### src/rtl/airo_pkg.sv
package airo_pkg;

  // ****************************************************************
  // register map
  // ****************************************************************
  localparam logic [7:0] ADDR_IRQ_SOURCE_ENABLE = 8'h2d;
  localparam logic [7:0] ADDR_IRQ_PIN_ROUTING   = 8'h2e;
  localparam logic [7:0] ADDR_X_AXIS_OFFSET     = 8'h2f;
  localparam logic [7:0] ADDR_Y_AXIS_OFFSET     = 8'h30;
  localparam logic [7:0] ADDR_Z_AXIS_OFFSET     = 8'h31;

  // ****************************************************************
  // field positions, shared by enable and routing registers
  // ****************************************************************
  localparam int BIT_SLEEP_WAKE   = 7;
  localparam int BIT_ORIENTATION  = 4;
  localparam int BIT_FALL_MOTION  = 2;
  localparam int BIT_SAMPLE_READY = 0;

  // only these bits are stored; everything else reads zero
  localparam logic [7:0] SOURCE_FIELD_MASK = 8'h95;

  // ****************************************************************
  // reset values
  // ****************************************************************
  localparam logic [7:0] RST_IRQ_SOURCE_ENABLE = 8'h00;
  localparam logic [7:0] RST_IRQ_PIN_ROUTING   = 8'h00;
  localparam logic [7:0] RST_AXIS_OFFSET       = 8'h00;
  localparam logic [7:0] RST_READ_DATA         = 8'h00;
  localparam logic       RST_LEVEL_SEL         = 1'b0;
  localparam logic       RST_DRIVE_TYPE        = 1'b0;

  // ****************************************************************
  // offset scaling: micro-g per count and span of the signed byte
  // ****************************************************************
  localparam int OFFSET_UG_PER_LSB = 1960;
  localparam int OFFSET_SPAN_UG    = 250000;

  // ****************************************************************
  // source indices inside the packed four-source vectors
  // ****************************************************************
  localparam int SRC_SAMPLE_READY = 0;
  localparam int SRC_FALL_MOTION  = 1;
  localparam int SRC_ORIENTATION  = 2;
  localparam int SRC_SLEEP_WAKE   = 3;
  localparam int SRC_COUNT        = 4;

endpackage : airo_pkg

### src/rtl/airo_pin_drv.sv
`timescale 1ns/10ps

// ****************************************************************
// one interrupt pad: polarity and push-pull / open-drain
// ****************************************************************
module airo_pin_drv
(
  input  wire logic mclk,
  input  wire logic rst,
  input  wire logic irq_asserted,
  input  wire logic irq_level_sel,
  input  wire logic irq_drive_type,
  output logic      pin_o,
  output logic      pin_oe
);

  logic active_level;

  assign active_level = irq_level_sel;

  // output level; idle is the inverse of the active level
  always_ff @(posedge mclk or posedge rst)
  begin
    if (rst)
    begin
      pin_o <= ~airo_pkg::RST_LEVEL_SEL;
    end
    else
    begin
      pin_o <= irq_asserted ? active_level : ~active_level;
    end
  end

  // open-drain only drives while asserted, so shared lines wire-combine
  always_ff @(posedge mclk or posedge rst)
  begin
    if (rst)
    begin
      pin_oe <= 1'b1;
    end
    else if (irq_drive_type)
    begin
      pin_oe <= irq_asserted;
    end
    else
    begin
      pin_oe <= 1'b1;
    end
  end

endmodule : airo_pin_drv

### src/rtl/airo_offset_bank.sv
`timescale 1ns/10ps

// ****************************************************************
// per-axis zero-g offset correction bytes
// ****************************************************************
module airo_offset_bank
(
  input  wire logic       mclk,
  input  wire logic       rst,
  input  wire logic       soft_rst,
  input  wire logic [2:0] axis_wr,
  input  wire logic [7:0] wdata,
  output logic [7:0]      x_axis_offset,
  output logic [7:0]      y_axis_offset,
  output logic [7:0]      z_axis_offset
);

  // signed two's complement bytes, 1.96 mg per count, no clamping needed
  always_ff @(posedge mclk or posedge rst)
  begin
    if (rst)
    begin
      x_axis_offset <= airo_pkg::RST_AXIS_OFFSET;
    end
    else if (soft_rst)
    begin
      x_axis_offset <= airo_pkg::RST_AXIS_OFFSET;
    end
    else if (axis_wr[0])
    begin
      x_axis_offset <= wdata;
    end
  end

  always_ff @(posedge mclk or posedge rst)
  begin
    if (rst)
    begin
      y_axis_offset <= airo_pkg::RST_AXIS_OFFSET;
    end
    else if (soft_rst)
    begin
      y_axis_offset <= airo_pkg::RST_AXIS_OFFSET;
    end
    else if (axis_wr[1])
    begin
      y_axis_offset <= wdata;
    end
  end

  always_ff @(posedge mclk or posedge rst)
  begin
    if (rst)
    begin
      z_axis_offset <= airo_pkg::RST_AXIS_OFFSET;
    end
    else if (soft_rst)
    begin
      z_axis_offset <= airo_pkg::RST_AXIS_OFFSET;
    end
    else if (axis_wr[2])
    begin
      z_axis_offset <= wdata;
    end
  end

endmodule : airo_offset_bank

### src/rtl/airo_top.sv
// Notes on behaviour
// - Four enable bits gate the sources: sleep/wake bit 7, orientation bit 4, fall/motion bit 2, sample ready bit 0.
// - Every enable bit is 0 after reset so no source interrupts until software writes a 1.
// - Only an enabled source passes its event flag to the pins, which then drive the selected pin.
// - A routing register holds one pin-select bit per source at the same bit positions as the enables.
// - A routing bit of 0, the reset value, sends that source to the second pin.
// - A routing bit of 1 sends that source to the first pin instead.
// - Sources on the same pin are ORed, and the active_sources output shows which fired; no register reads it back.
// - Each axis has one signed 8-bit offset byte that realigns its zero-g output.
// - One offset count weighs 1.96 mg, giving about plus or minus 250 mg of correction.
// - The X, Y and Z offset bytes sit at consecutive addresses, are read/write and reset to zero.
// - The pins are active low when the level select is 0 (reset) and active high when it is 1.
// - The pins drive push-pull when the drive type is 0 (reset) and open-drain when it is 1.
`timescale 1ns/10ps

module airo_top
(
  input  wire logic       mclk,
  input  wire logic       rst,
  input  wire logic       soft_rst,
  input  wire logic [7:0] reg_addr,
  input  wire logic       reg_wr,
  input  wire logic       reg_rd,
  input  wire logic [7:0] reg_wdata,
  output logic [7:0]      reg_rdata,
  input  wire logic       sleep_wake_evt,
  input  wire logic       orientation_evt,
  input  wire logic       fall_motion_evt,
  input  wire logic       sample_ready_evt,
  input  wire logic       irq_level_sel,
  input  wire logic       irq_drive_type,
  output logic [3:0]      active_sources,
  output logic            irq_pin_a_o,
  output logic            irq_pin_a_oe,
  output logic            irq_pin_b_o,
  output logic            irq_pin_b_oe,
  output logic [7:0]      x_axis_offset,
  output logic [7:0]      y_axis_offset,
  output logic [7:0]      z_axis_offset
);

  // ****************************************************************
  // helpers
  // ****************************************************************

  // decode shared by the write and read paths
  function automatic logic hits
  (
    input logic [7:0] addr,
    input logic [7:0] target
  );
    hits = (addr == target);
  endfunction : hits

  // pull the four source fields out of a register image into index order
  function automatic logic [3:0] fields
  (
    input logic [7:0] image
  );
    logic [3:0] f;
    f = 4'h0;
    f[airo_pkg::SRC_SAMPLE_READY] = image[airo_pkg::BIT_SAMPLE_READY];
    f[airo_pkg::SRC_FALL_MOTION]  = image[airo_pkg::BIT_FALL_MOTION];
    f[airo_pkg::SRC_ORIENTATION]  = image[airo_pkg::BIT_ORIENTATION];
    f[airo_pkg::SRC_SLEEP_WAKE]   = image[airo_pkg::BIT_SLEEP_WAKE];
    fields = f;
  endfunction : fields

  // ****************************************************************
  // register file
  // ****************************************************************
  logic [7:0] irq_source_enable_q;
  logic [7:0] irq_source_enable_d;
  logic [7:0] irq_pin_routing_q;
  logic [7:0] irq_pin_routing_d;
  logic [7:0] reg_rdata_q;
  logic [7:0] reg_rdata_d;
  logic       wr_enable;
  logic       wr_routing;
  logic [2:0] wr_axis;

  // write decode; a strobe reaches at most one register
  always_comb
  begin
    wr_enable  = 1'b0;
    wr_routing = 1'b0;
    wr_axis    = 3'h0;
    if (reg_wr)
    begin
      if (hits(reg_addr, airo_pkg::ADDR_IRQ_SOURCE_ENABLE))
      begin
        wr_enable = 1'b1;
      end
      else if (hits(reg_addr, airo_pkg::ADDR_IRQ_PIN_ROUTING))
      begin
        wr_routing = 1'b1;
      end
      else if (hits(reg_addr, airo_pkg::ADDR_X_AXIS_OFFSET))
      begin
        wr_axis[0] = 1'b1;
      end
      else if (hits(reg_addr, airo_pkg::ADDR_Y_AXIS_OFFSET))
      begin
        wr_axis[1] = 1'b1;
      end
      else if (hits(reg_addr, airo_pkg::ADDR_Z_AXIS_OFFSET))
      begin
        wr_axis[2] = 1'b1;
      end
    end
  end

  // ****************************************************************
  // enable and routing registers
  // ****************************************************************

  // reserved bits are dropped on write, so they can never reach the gating
  // soft reset wins over a write in the same cycle
  always_comb
  begin
    irq_source_enable_d = irq_source_enable_q;
    if (soft_rst)
    begin
      irq_source_enable_d = airo_pkg::RST_IRQ_SOURCE_ENABLE;
    end
    else if (wr_enable)
    begin
      irq_source_enable_d = reg_wdata & airo_pkg::SOURCE_FIELD_MASK;
    end
  end

  always_ff @(posedge mclk or posedge rst)
  begin
    if (rst)
    begin
      irq_source_enable_q <= airo_pkg::RST_IRQ_SOURCE_ENABLE;
    end
    else
    begin
      irq_source_enable_q <= irq_source_enable_d;
    end
  end

  always_comb
  begin
    irq_pin_routing_d = irq_pin_routing_q;
    if (soft_rst)
    begin
      irq_pin_routing_d = airo_pkg::RST_IRQ_PIN_ROUTING;
    end
    else if (wr_routing)
    begin
      irq_pin_routing_d = reg_wdata & airo_pkg::SOURCE_FIELD_MASK;
    end
  end

  always_ff @(posedge mclk or posedge rst)
  begin
    if (rst)
    begin
      irq_pin_routing_q <= airo_pkg::RST_IRQ_PIN_ROUTING;
    end
    else
    begin
      irq_pin_routing_q <= irq_pin_routing_d;
    end
  end

  // ****************************************************************
  // offset bytes
  // ****************************************************************
  airo_offset_bank u_offsets
  (
    .mclk          (mclk),
    .rst           (rst),
    .soft_rst      (soft_rst),
    .axis_wr       (wr_axis),
    .wdata         (reg_wdata),
    .x_axis_offset (x_axis_offset),
    .y_axis_offset (y_axis_offset),
    .z_axis_offset (z_axis_offset)
  );

  // ****************************************************************
  // read decode
  // ****************************************************************

  // unmapped addresses read zero rather than holding stale data
  always_comb
  begin
    reg_rdata_d = airo_pkg::RST_READ_DATA;
    if (hits(reg_addr, airo_pkg::ADDR_IRQ_SOURCE_ENABLE))
    begin
      reg_rdata_d = irq_source_enable_q;
    end
    else if (hits(reg_addr, airo_pkg::ADDR_IRQ_PIN_ROUTING))
    begin
      reg_rdata_d = irq_pin_routing_q;
    end
    else if (hits(reg_addr, airo_pkg::ADDR_X_AXIS_OFFSET))
    begin
      reg_rdata_d = x_axis_offset;
    end
    else if (hits(reg_addr, airo_pkg::ADDR_Y_AXIS_OFFSET))
    begin
      reg_rdata_d = y_axis_offset;
    end
    else if (hits(reg_addr, airo_pkg::ADDR_Z_AXIS_OFFSET))
    begin
      reg_rdata_d = z_axis_offset;
    end
  end

  // ****************************************************************
  // read data register
  // ****************************************************************

  // decode uses stored values, so a read beside a write sees the old contents
  always_ff @(posedge mclk or posedge rst)
  begin
    if (rst)
    begin
      reg_rdata_q <= airo_pkg::RST_READ_DATA;
    end
    else if (reg_rd)
    begin
      reg_rdata_q <= reg_rdata_d;
    end
  end

  assign reg_rdata = reg_rdata_q;

  // ****************************************************************
  // event flags in source index order
  // ****************************************************************
  logic [3:0] evt_flags;
  logic [3:0] en_fields;
  logic [3:0] rt_fields;

  assign evt_flags[airo_pkg::SRC_SAMPLE_READY] = sample_ready_evt;
  assign evt_flags[airo_pkg::SRC_FALL_MOTION]  = fall_motion_evt;
  assign evt_flags[airo_pkg::SRC_ORIENTATION]  = orientation_evt;
  assign evt_flags[airo_pkg::SRC_SLEEP_WAKE]   = sleep_wake_evt;
  assign en_fields = fields(irq_source_enable_q);
  assign rt_fields = fields(irq_pin_routing_q);

  // ****************************************************************
  // gating and routing
  // ****************************************************************
  logic [3:0] gated;
  logic [3:0] to_pin_a;
  logic [3:0] to_pin_b;
  logic       pin_a_asserted;
  logic       pin_b_asserted;

  // a disabled source is invisible to both pins
  assign gated    = evt_flags & en_fields;
  assign to_pin_a = gated & rt_fields;
  assign to_pin_b = gated & ~rt_fields;
  assign active_sources = gated;

  // ****************************************************************
  // pin combine
  // ****************************************************************

  // several sources share a pin; software sorts them out afterwards
  always_comb
  begin
    pin_a_asserted = 1'b0;
    pin_b_asserted = 1'b0;
    for (int s = 0; s < airo_pkg::SRC_COUNT; s++)
    begin
      if (to_pin_a[s])
      begin
        pin_a_asserted = 1'b1;
      end
      if (to_pin_b[s])
      begin
        pin_b_asserted = 1'b1;
      end
    end
  end

  // ****************************************************************
  // pads
  // ****************************************************************

  // one registered stage per pad keeps the pins glitch-free
  airo_pin_drv u_pin_a
  (
    .mclk           (mclk),
    .rst            (rst),
    .irq_asserted   (pin_a_asserted),
    .irq_level_sel  (irq_level_sel),
    .irq_drive_type (irq_drive_type),
    .pin_o          (irq_pin_a_o),
    .pin_oe         (irq_pin_a_oe)
  );

  airo_pin_drv u_pin_b
  (
    .mclk           (mclk),
    .rst            (rst),
    .irq_asserted   (pin_b_asserted),
    .irq_level_sel  (irq_level_sel),
    .irq_drive_type (irq_drive_type),
    .pin_o          (irq_pin_b_o),
    .pin_oe         (irq_pin_b_oe)
  );

endmodule : airo_top

### config.mk
export PLATFORM = sky130hd
export DESIGN_NAME = airo_top
export DESIGN_NICKNAME = d
export VERILOG_FILES = /design/src/rtl/airo_pkg.sv /design/src/rtl/airo_pin_drv.sv /design/src/rtl/airo_offset_bank.sv /design/src/rtl/airo_top.sv
export SDC_FILE = /design/constraint.sdc
export NUM_CORES = 1
export LEC_CHECK = 0
export BUFFER_PORTS_ARGS = -buffer_cell sky130_fd_sc_hd__buf_2
export CAP_MARGIN = 20
export CORE_UTILIZATION = 48
export CTS_BUF_LIST = sky130_fd_sc_hd__clkbuf_2
export DETAILED_ROUTE_END_ITERATION = 10
export GPL_ROUTABILITY_DRIVEN = 0
export PLACE_DENSITY = 0.83
export SLEW_MARGIN = 15
export SYNTH_ARGS = -nofsm -noshare
export SYNTH_HDL_FRONTEND = slang
export SYNTH_SLANG_ARGS = --single-unit
### constraint.sdc
create_clock -name mclk -period 1.3 [get_ports mclk]
set_input_delay 0.065 -clock mclk [delete_from_list [all_inputs] [get_ports mclk]]
set_output_delay 0.065 -clock mclk [all_outputs]
set_load 0.005 [all_outputs]
==> results of run 1 <==
[power by group]
part	internal (mW)	switching (mW)	leakage (nW)	total (mW)
clock network	0.144	0.422	0.0306	0.566
logic	0.133	0.158	0.982	0.291
registers	1.39	0.00415	0.598	1.39
total	1.67	0.584	1.61	2.25
[cell usage after synthesis]
cell type and instances:
sky130_fd_sc_hd__o221ai_1 2, sky130_fd_sc_hd__nand3_1 9, sky130_fd_sc_hd__a211oi_1 1, sky130_fd_sc_hd__dfstp_2 4, sky130_fd_sc_hd__xnor2_1 2, sky130_fd_sc_hd__nor3b_2 1
sky130_fd_sc_hd__inv_1 8, sky130_fd_sc_hd__and2_1 2, sky130_fd_sc_hd__buf_2 3, sky130_fd_sc_hd__nand2b_1 2, sky130_fd_sc_hd__buf_1 2, sky130_fd_sc_hd__and3b_1 1
sky130_fd_sc_hd__o21ai_0 2, sky130_fd_sc_hd__nor4b_1 1, sky130_fd_sc_hd__a32oi_1 1, sky130_fd_sc_hd__dfrtp_1 40, sky130_fd_sc_hd__clkbuf_1 4, sky130_fd_sc_hd__nand3b_1 1
sky130_fd_sc_hd__mux2i_1 32, sky130_fd_sc_hd__nor3b_1 1, sky130_fd_sc_hd__or3b_4 1, sky130_fd_sc_hd__nor3_1 3, sky130_fd_sc_hd__nand2_1 19, sky130_fd_sc_hd__or4_4 1
sky130_fd_sc_hd__o22a_1 1, sky130_fd_sc_hd__a221oi_1 3, sky130_fd_sc_hd__and4_1 1, sky130_fd_sc_hd__clkinv_1 1, sky130_fd_sc_hd__a21oi_1 14, sky130_fd_sc_hd__or2_2 1
sky130_fd_sc_hd__o31ai_1 3, sky130_fd_sc_hd__buf_6 1, sky130_fd_sc_hd__o2bb2ai_1 4, sky130_fd_sc_hd__a2bb2oi_1 4, sky130_fd_sc_hd__a22oi_1 2, sky130_fd_sc_hd__and3_1 2
sky130_fd_sc_hd__nor2_1 27, sky130_fd_sc_hd__o2111a_1 1, sky130_fd_sc_hd__nand4_1 5, sky130_fd_sc_hd__nor2b_1 2
[layout by cell type (no fill, tap or decap), drive strengths merged, types with 4 or more instances in the layout]
master	n
nor2	27
o2bb2ai	4
nand4	5
dfrtp	40
dfstp	4
nand3	9
a21oi	14
a2bb2oi	4
dlygate4sd3	13
buf	94
clkbuf	7
inv	8
mux2i	32
nand2	19
[per-layer routing]
layer / vias up / track usage, % / wire, um
li1: 976 / - / -
met1: 1049 / 37.2 / 2730
met2: 90 / 41.6 / 2960
met3: 9 / 4.80 / 349
met4: 0 / 9.75 / 107
met5: - / 0 / 0
[repair_timing]
| action | in CTS | in global routing |
|---|---|---|
| hold buffers | 13 | 0 |
| gates resized for setup | 1 | 6 |
| setup buffers | 1 | 0 |
| setup endpoints to repair | 2 | 5 |
| endpoints found under the hold margin | 78 | 0 |
[flip-flops by register name, summed over array words and instances (netlist names)]
signal,flops
u_pin_a.pin_o,1
u_offsets.z_axis_offset,8
u_offsets.y_axis_offset,8
irq_source_enable_q,4
u_offsets.x_axis_offset,8
u_pin_b.pin_o,1
u_pin_a.pin_oe,1
irq_pin_routing_q,4
u_pin_b.pin_oe,1
reg_rdata,8
[per-stage QoR]
stage               cells  setup WS [ns]  TNS [ns]  utilization [%]  cell area, sq um
finish                372         0.0462         0             68.3              2990
global route          372        -0.0208   -0.0208             68.3              2990
CTS                   372         0.0121         0             67.5              2960
detailed placement    350         -0.288     -5.02             63.4              2780
global placement      350         -0.246     -4.45             63.4              2780
floorplan             215         -0.131     -1.05                -              2190
[cells by family (layout without fill, tap and decap cells)]
logic type	count (synthesis)	count (layout)
AND/OR/NAND/NOR	80	80
buffers and inverters	19	124
multiplexers	32	32
AO/OA/AOI/OAI	38	38
flip-flops	44	44
XOR/XNOR	2	2
[worst min-delay path by stage]
stage / start / end / slack [ns] / depth (start not counted)
final: sleep_wake_evt / u_pin_a.pin_oe / 0.07 / 5
after global routing: sleep_wake_evt / u_pin_a.pin_oe / 0.07 / 5
after CTS: sleep_wake_evt / u_pin_a.pin_oe / 0.06 / 5
after detailed placement: rst / reg_rdata[6] / 0.15 / 3
after global placement: rst / reg_rdata[5] / 0.14 / 3
after floorplan: irq_level_sel / u_pin_a.pin_o / 0.12 / 1
[area by class of cell]
cell class | instances | share of cell area (%)
inverter | 9 | 1.13
timing repair buffer | 107 | 23.7
tap | 52 | 2.17
sequential | 44 | 37.0
clock inverter | 1 | 0.125
multi-input combinational | 152 | 34.8
clock buffer | 7 | 1.17
[worst register-to-register path: stages (launching register included)]
cell and delay [ns]:
sky130_fd_sc_hd__dfrtp_1 0.46, sky130_fd_sc_hd__a21oi_1 0.17, sky130_fd_sc_hd__o31ai_1 0.10, sky130_fd_sc_hd__a221oi_1 0.32, sky130_fd_sc_hd__nor3_1 0.11
==> run_summary.xml, run 1 <==
<?xml version="1.0" encoding="UTF-8"?>
<metrics>
  <group name="pwr">
    <metric name="reported_leakage_power" unit="nW">1.61</metric>
    <metric name="irDropWorstVdd" unit="mV">0.647</metric>
    <metric name="total_power" unit="mW">2.25</metric>
    <metric name="p_per_area" unit="mW/mm^2">752</metric>
  </group>
  <group name="setup_path">
    <metric name="crit_family" unit="">compound AO/OA/AOI/OAI gates</metric>
    <metric name="setup.reg_to_reg.worst_slack" unit="ns">0.05</metric>
    <metric name="critPathCaptureType" unit="">flop</metric>
    <metric name="worst-path-buf-inv" unit="">0</metric>
    <metric name="cp-endpoint" unit="">reg_rdata[4]</metric>
    <metric name="worst-r2r-cell-count" unit="">4</metric>
    <metric name="crit_path_depth" unit="">4</metric>
    <metric name="worst_ep_required_time" unit="ns">1.60</metric>
    <metric name="cpPeakStageDelay" unit="ns">0.46</metric>
    <metric name="arrival" unit="ns">1.55</metric>
    <metric name="crit_path_top_delay_cell" unit="">sky130_fd_sc_hd__dfrtp_1</metric>
    <metric name="timing.critical_path.from_type" unit="">flop</metric>
    <metric name="cp_max_fo" unit="">4</metric>
    <metric name="worst_r2r_endpoint" unit="">reg_rdata[4]</metric>
    <metric name="worst_path_cell_chain" unit="">a21oi_1 &gt; o31ai_1 &gt; a221oi_1 &gt; nor3_1</metric>
    <metric name="worstSetupPathType" unit="">flop to flop</metric>
    <metric name="critical_path_startpoint" unit="">irq_pin_routing_q[4]</metric>
    <metric name="worstReg2RegStart" unit="">irq_pin_routing_q[4]</metric>
  </group>
  <group name="status">
    <metric name="run_status" unit="">finished, final reports clean</metric>
  </group>
  <group name="detailed_routing">
    <metric name="via_per_inst" unit="">5.71</metric>
    <metric name="drcViolationCount" unit="">0</metric>
    <metric name="drt_pass_1_iters" unit="">4</metric>
    <metric name="drt-initial-drc-count" unit="">170</metric>
    <metric name="via_count" unit="">2124</metric>
    <metric name="drtAntennaViolNets" unit="">0</metric>
    <metric name="detail_route.wirelength" unit="mm">6.14</metric>
    <metric name="routed_wire_length_per_instance" unit="um">16.5</metric>
  </group>
  <group name="sta">
    <metric name="report.final.hold_viol_count" unit="">0</metric>
    <metric name="timing.max_slew.rel_slack" unit="%">62.8</metric>
    <metric name="final_layout_worst_hold_slack" unit="ns">0.0695</metric>
    <metric name="timing.clock.skew" unit="ns">0.00806</metric>
    <metric name="setup_viol" unit="">0</metric>
    <metric name="achievable-frequency" unit="GHz">0.798</metric>
    <metric name="worstMarginPinSlew" unit="ns">0.559</metric>
    <metric name="report.final.slew_viol_count" unit="">0</metric>
    <metric name="final.period_utilization" unit="%">96.4</metric>
    <metric name="min_period" unit="ns">1.25</metric>
  </group>
  <group name="floorplan">
    <metric name="core_area" unit="sq mm">0.00438</metric>
    <metric name="fp.dieW" unit="um">69.6</metric>
    <metric name="placementRows" unit="">24</metric>
    <metric name="design.die.area" unit="sq mm">0.00484</metric>
    <metric name="floorplan.initialDensity" unit="%">50.0</metric>
    <metric name="io_pins" unit="">67</metric>
    <metric name="die_height" unit="um">69.6</metric>
  </group>
  <group name="synth">
    <metric name="synth_top_area_share" unit="%">45.7</metric>
    <metric name="synth_fa_ha_area_share" unit="%">0</metric>
    <metric name="syn_avg_cell_area" unit="sq um">10.2</metric>
    <metric name="synthDistinctLibCells" unit="">40</metric>
    <metric name="synth_simple_gate_area_share" unit="%">18.1</metric>
    <metric name="synthesis.instances" unit="">215</metric>
    <metric name="synth_sequential_area_ratio" unit="%">50.5</metric>
    <metric name="synth_seq_cells" unit="">44</metric>
    <metric name="synth-xor-area-share" unit="%">0.800</metric>
    <metric name="post_synth_instance_area" unit="sq mm">0.00219</metric>
    <metric name="synth_top_family_by_area" unit="">simple AND/OR/NAND/NOR gates</metric>
    <metric name="synth-warning-count" unit="">0</metric>
    <metric name="synth_top_cell_by_area" unit="">sky130_fd_sc_hd__dfrtp_1</metric>
    <metric name="syn_nets" unit="">242</metric>
    <metric name="netlist_top_cells_area" unit="">sky130_fd_sc_hd__dfrtp_1, sky130_fd_sc_hd__mux2i_1, sky130_fd_sc_hd__dfstp_2</metric>
    <metric name="synthMuxAreaShare" unit="%">14.6</metric>
    <metric name="synth_compound_gate_area_share" unit="%">12.2</metric>
  </group>
  <group name="placement">
    <metric name="io_buffers" unit="">66</metric>
    <metric name="post-dp-hpwl" unit="mm">4.31</metric>
  </group>
  <group name="finish">
    <metric name="fillers" unit="">341</metric>
    <metric name="p_r_area_growth_vs_syn" unit="%">36.6</metric>
    <metric name="fraction_of_layout_instances_using_a_drive_strength_above_1" unit="%">36.3</metric>
    <metric name="multi_input_comb_area" unit="sq mm">0.00104</metric>
    <metric name="layout.nets" unit="">346</metric>
    <metric name="insertedDiodeCount" unit="">0</metric>
    <metric name="ff_latch_area" unit="sq mm">0.00111</metric>
  </group>
  <group name="cts">
    <metric name="cts-buffers-inserted" unit="">5</metric>
    <metric name="clock_sinks" unit="">44</metric>
    <metric name="cts.reportedPaths.clkPinSlew" unit="ns">0.20</metric>
    <metric name="htreeDepth" unit="">2</metric>
    <metric name="ctsRootBufferMaster" unit="">sky130_fd_sc_hd__clkbuf_2</metric>
    <metric name="clk-insertion-delay-late" unit="ns">0.40</metric>
    <metric name="cts_tree" unit="">built</metric>
    <metric name="max_clock_buf_depth" unit="">2</metric>
  </group>
  <group name="grt">
    <metric name="gr-total-overflow" unit="">0</metric>
    <metric name="grt_pass1_vias" unit="">2086</metric>
    <metric name="grt_start_max_net_pins" unit="">45</metric>
    <metric name="grtUsageTotal" unit="%">26.6</metric>
    <metric name="antenna_found_initial" unit="">0</metric>
    <metric name="first_pass_grt_wire_length" unit="mm">10.2</metric>
  </group>
  <group name="flow_run">
    <metric name="maxCapViolCount" unit="">0</metric>
  </group>
  <group name="hold_path">
    <metric name="path_type_of_the_worst_min_delay_path" unit="">input port to flop</metric>
  </group>
</metrics>
Power figures use the tool's default switching activity.
==> run 2: changes to the inputs <==
- CORE_UTILIZATION: 48 -> 53
- PLACE_DENSITY: 0.83 -> 0.87
- clock period: 1.3 -> 1.2 ns (I/O delays scaled with it)
==> run_summary.xml, run 2 (synthesis gave the netlist of run 1 again) <==
<?xml version="1.0" encoding="UTF-8"?>
<metrics>
  <group name="status">
    <metric name="run_status" unit="">finished, violations left</metric>
    <metric name="failing_checks" unit="">negative setup slack</metric>
  </group>
  <group name="sta">
    <metric name="report.final.slew_viol_count" unit="">0</metric>
    <metric name="timing.max_slew.rel_slack" unit="%">53.8</metric>
    <metric name="timing.final.ws_setup" unit="ns">-0.277</metric>
    <metric name="timing.clock.skew" unit="ns">0.0193</metric>
    <metric name="worstMarginPinSlew" unit="ns">0.683</metric>
    <metric name="achievable-frequency" unit="GHz">0.677</metric>
    <metric name="grt_setup_unrepaired" unit="">yes</metric>
    <metric name="final_layout_worst_hold_slack" unit="ns">0.0880</metric>
    <metric name="accumulated_negative_setup_slack" unit="ns">-1.50</metric>
    <metric name="final.period_utilization" unit="%">123</metric>
    <metric name="min_period" unit="ns">1.48</metric>
    <metric name="setup_viol" unit="">19</metric>
    <metric name="report.final.hold_viol_count" unit="">0</metric>
  </group>
  <group name="setup_path">
    <metric name="critPathCaptureType" unit="">flop</metric>
    <metric name="worst_ep_required_time" unit="ns">1.52</metric>
    <metric name="arrival" unit="ns">1.79</metric>
    <metric name="cpPeakStageDelay" unit="ns">0.50</metric>
    <metric name="cp_max_fo" unit="">5</metric>
    <metric name="worstSetupPathType" unit="">flop to flop</metric>
    <metric name="worst-r2r-cell-count" unit="">4</metric>
    <metric name="crit_path_top_delay_cell" unit="">sky130_fd_sc_hd__dfrtp_2</metric>
    <metric name="worst_path_cell_chain" unit="">a21oi_1 &gt; o31ai_1 &gt; a221oi_1 &gt; a211oi_1</metric>
    <metric name="timing.critical_path.from_type" unit="">flop</metric>
  </group>
  <group name="finish">
    <metric name="final_common_cell" unit="">sky130_fd_sc_hd__buf_2</metric>
    <metric name="fillers" unit="">214</metric>
    <metric name="p_r_area_growth_vs_syn" unit="%">44.4</metric>
    <metric name="multi_input_comb_area" unit="sq mm">0.00109</metric>
    <metric name="fraction_of_layout_instances_using_a_drive_strength_above_1" unit="%">41.7</metric>
    <metric name="ff_latch_area" unit="sq mm">0.00111</metric>
    <metric name="layout.cells.most_common_list" unit="">sky130_fd_sc_hd__buf_2, sky130_fd_sc_hd__dfrtp_1, sky130_fd_sc_hd__buf_4</metric>
    <metric name="layout.nets" unit="">357</metric>
    <metric name="final_design_area_no_fill" unit="sq mm">0.00316</metric>
  </group>
  <group name="floorplan">
    <metric name="floorplan.initialDensity" unit="%">55.2</metric>
    <metric name="io_pins" unit="">67</metric>
    <metric name="core_area" unit="sq mm">0.00397</metric>
    <metric name="placementRows" unit="">23</metric>
    <metric name="design.die.area" unit="sq mm">0.00440</metric>
    <metric name="fp.dieW" unit="um">66.3</metric>
    <metric name="die_height" unit="um">66.3</metric>
  </group>
  <group name="pwr">
    <metric name="total_power" unit="mW">2.65</metric>
    <metric name="p_per_area" unit="mW/mm^2">839</metric>
    <metric name="irDropWorstVdd" unit="mV">0.597</metric>
    <metric name="reported_leakage_power" unit="nW">1.71</metric>
  </group>
  <group name="detailed_routing">
    <metric name="routed_wire_length_per_instance" unit="um">19.9</metric>
    <metric name="via_per_inst" unit="">6.28</metric>
    <metric name="drt_pass_1_iters" unit="">5</metric>
    <metric name="via_count" unit="">2399</metric>
    <metric name="drt-initial-drc-count" unit="">362</metric>
    <metric name="drtAntennaViolNets" unit="">0</metric>
    <metric name="detail_route.wirelength" unit="mm">7.62</metric>
    <metric name="drcViolationCount" unit="">0</metric>
  </group>
  <group name="grt">
    <metric name="grt_start_max_net_pins" unit="">36</metric>
    <metric name="gr-total-overflow" unit="">0</metric>
    <metric name="first_pass_grt_wire_length" unit="mm">10.0</metric>
    <metric name="grtUsageTotal" unit="%">31.5</metric>
    <metric name="grt_pass1_vias" unit="">2020</metric>
    <metric name="antenna_found_initial" unit="">1</metric>
  </group>
  <group name="cts">
    <metric name="clock_sinks" unit="">44</metric>
    <metric name="ctsRootBufferMaster" unit="">sky130_fd_sc_hd__clkbuf_2</metric>
    <metric name="max_clock_buf_depth" unit="">2</metric>
    <metric name="cts-buffers-inserted" unit="">5</metric>
    <metric name="cts.reportedPaths.clkPinSlew" unit="ns">0.22</metric>
    <metric name="cts_tree" unit="">built</metric>
    <metric name="htreeDepth" unit="">2</metric>
    <metric name="clk-insertion-delay-late" unit="ns">0.42</metric>
  </group>
  <group name="placement">
    <metric name="io_buffers" unit="">66</metric>
    <metric name="post_dp_cell_area" unit="sq mm">0.00280</metric>
    <metric name="post-dp-hpwl" unit="mm">4.38</metric>
  </group>
  <group name="flow_run">
    <metric name="maxCapViolCount" unit="">0</metric>
  </group>
  <group name="hold_path">
    <metric name="path_type_of_the_worst_min_delay_path" unit="">input port to flop</metric>
    <metric name="min_delay_path_depth" unit="">4</metric>
  </group>
</metrics>
-- run 2: final timing paths --
kind	start	end	slack (ns)
max reg2reg	irq_pin_routing_q[7]	reg_rdata[7]	-0.28
min in group asynchronous	rst	reg_rdata[0]	0.14
min	reg_wr	u_offsets.y_axis_offset[1]	0.09
max in group asynchronous	rst	irq_source_enable_q[0]	0.51
min reg2reg	reg_rdata[0]	reg_rdata[0]	0.51
max	irq_pin_routing_q[7]	reg_rdata[7]	-0.28
-- run 2: worst max-delay path: cells and delay by family, from the launching register on --
kind,cells,cell delay (ns)
AO/OA/AOI/OAI,4,0.88
flip-flops,1,0.50
-- run 2: report_power, final --
part           internal (mW)  switching, mW  total [mW]  leakage [nW]
Combinational          0.148          0.187       0.336          1.08
Sequential              1.50        0.00527        1.51         0.595
Clock                  0.339          0.470       0.809        0.0380
-- run 2: timing repair --
action | in CTS | in global routing
hold endpoints to repair | 81 | 0
setup endpoints to repair | 3 | 11
setup buffers | 1 | 7
pin swaps | 1 | 3
hold buffers | 13 | 0
resized for setup | 5 | 19
-- run 2: layout make-up --
type                            count  area share (%)
Multi-Input combinational cell    152            34.4
Antenna cell                        1          0.0791
Clock inverter                      3            1.19
Inverter                            9            1.07
Tap cell                           50            1.98
Clock buffer                        5           0.791
Timing Repair Buffer              118            25.4
Sequential cell                    44            35.0
-- run 2: per-stage QoR --
step | instances | utilization (%) | setup WS (ns)
after global routing | 382 | 79.7 | -0.262
after floorplan | 215 | - | -0.226
after global placement | 352 | 70.6 | -0.341
after CTS | 374 | 76.2 | -0.0816
after detailed placement | 352 | 70.6 | -0.378
final | 382 | 79.7 | -0.277
-- run 2: routing by layer --
layer  wire [um]  up-vias  GRT usage (%)  share of wire, %
met4         376        0           12.8               4.9
met3         667       54           5.34               8.8
li1            -     1008              -                 -
met2        3730      191           51.3                49
met1        2850     1146           41.6                37
met5           0        -              0                 0
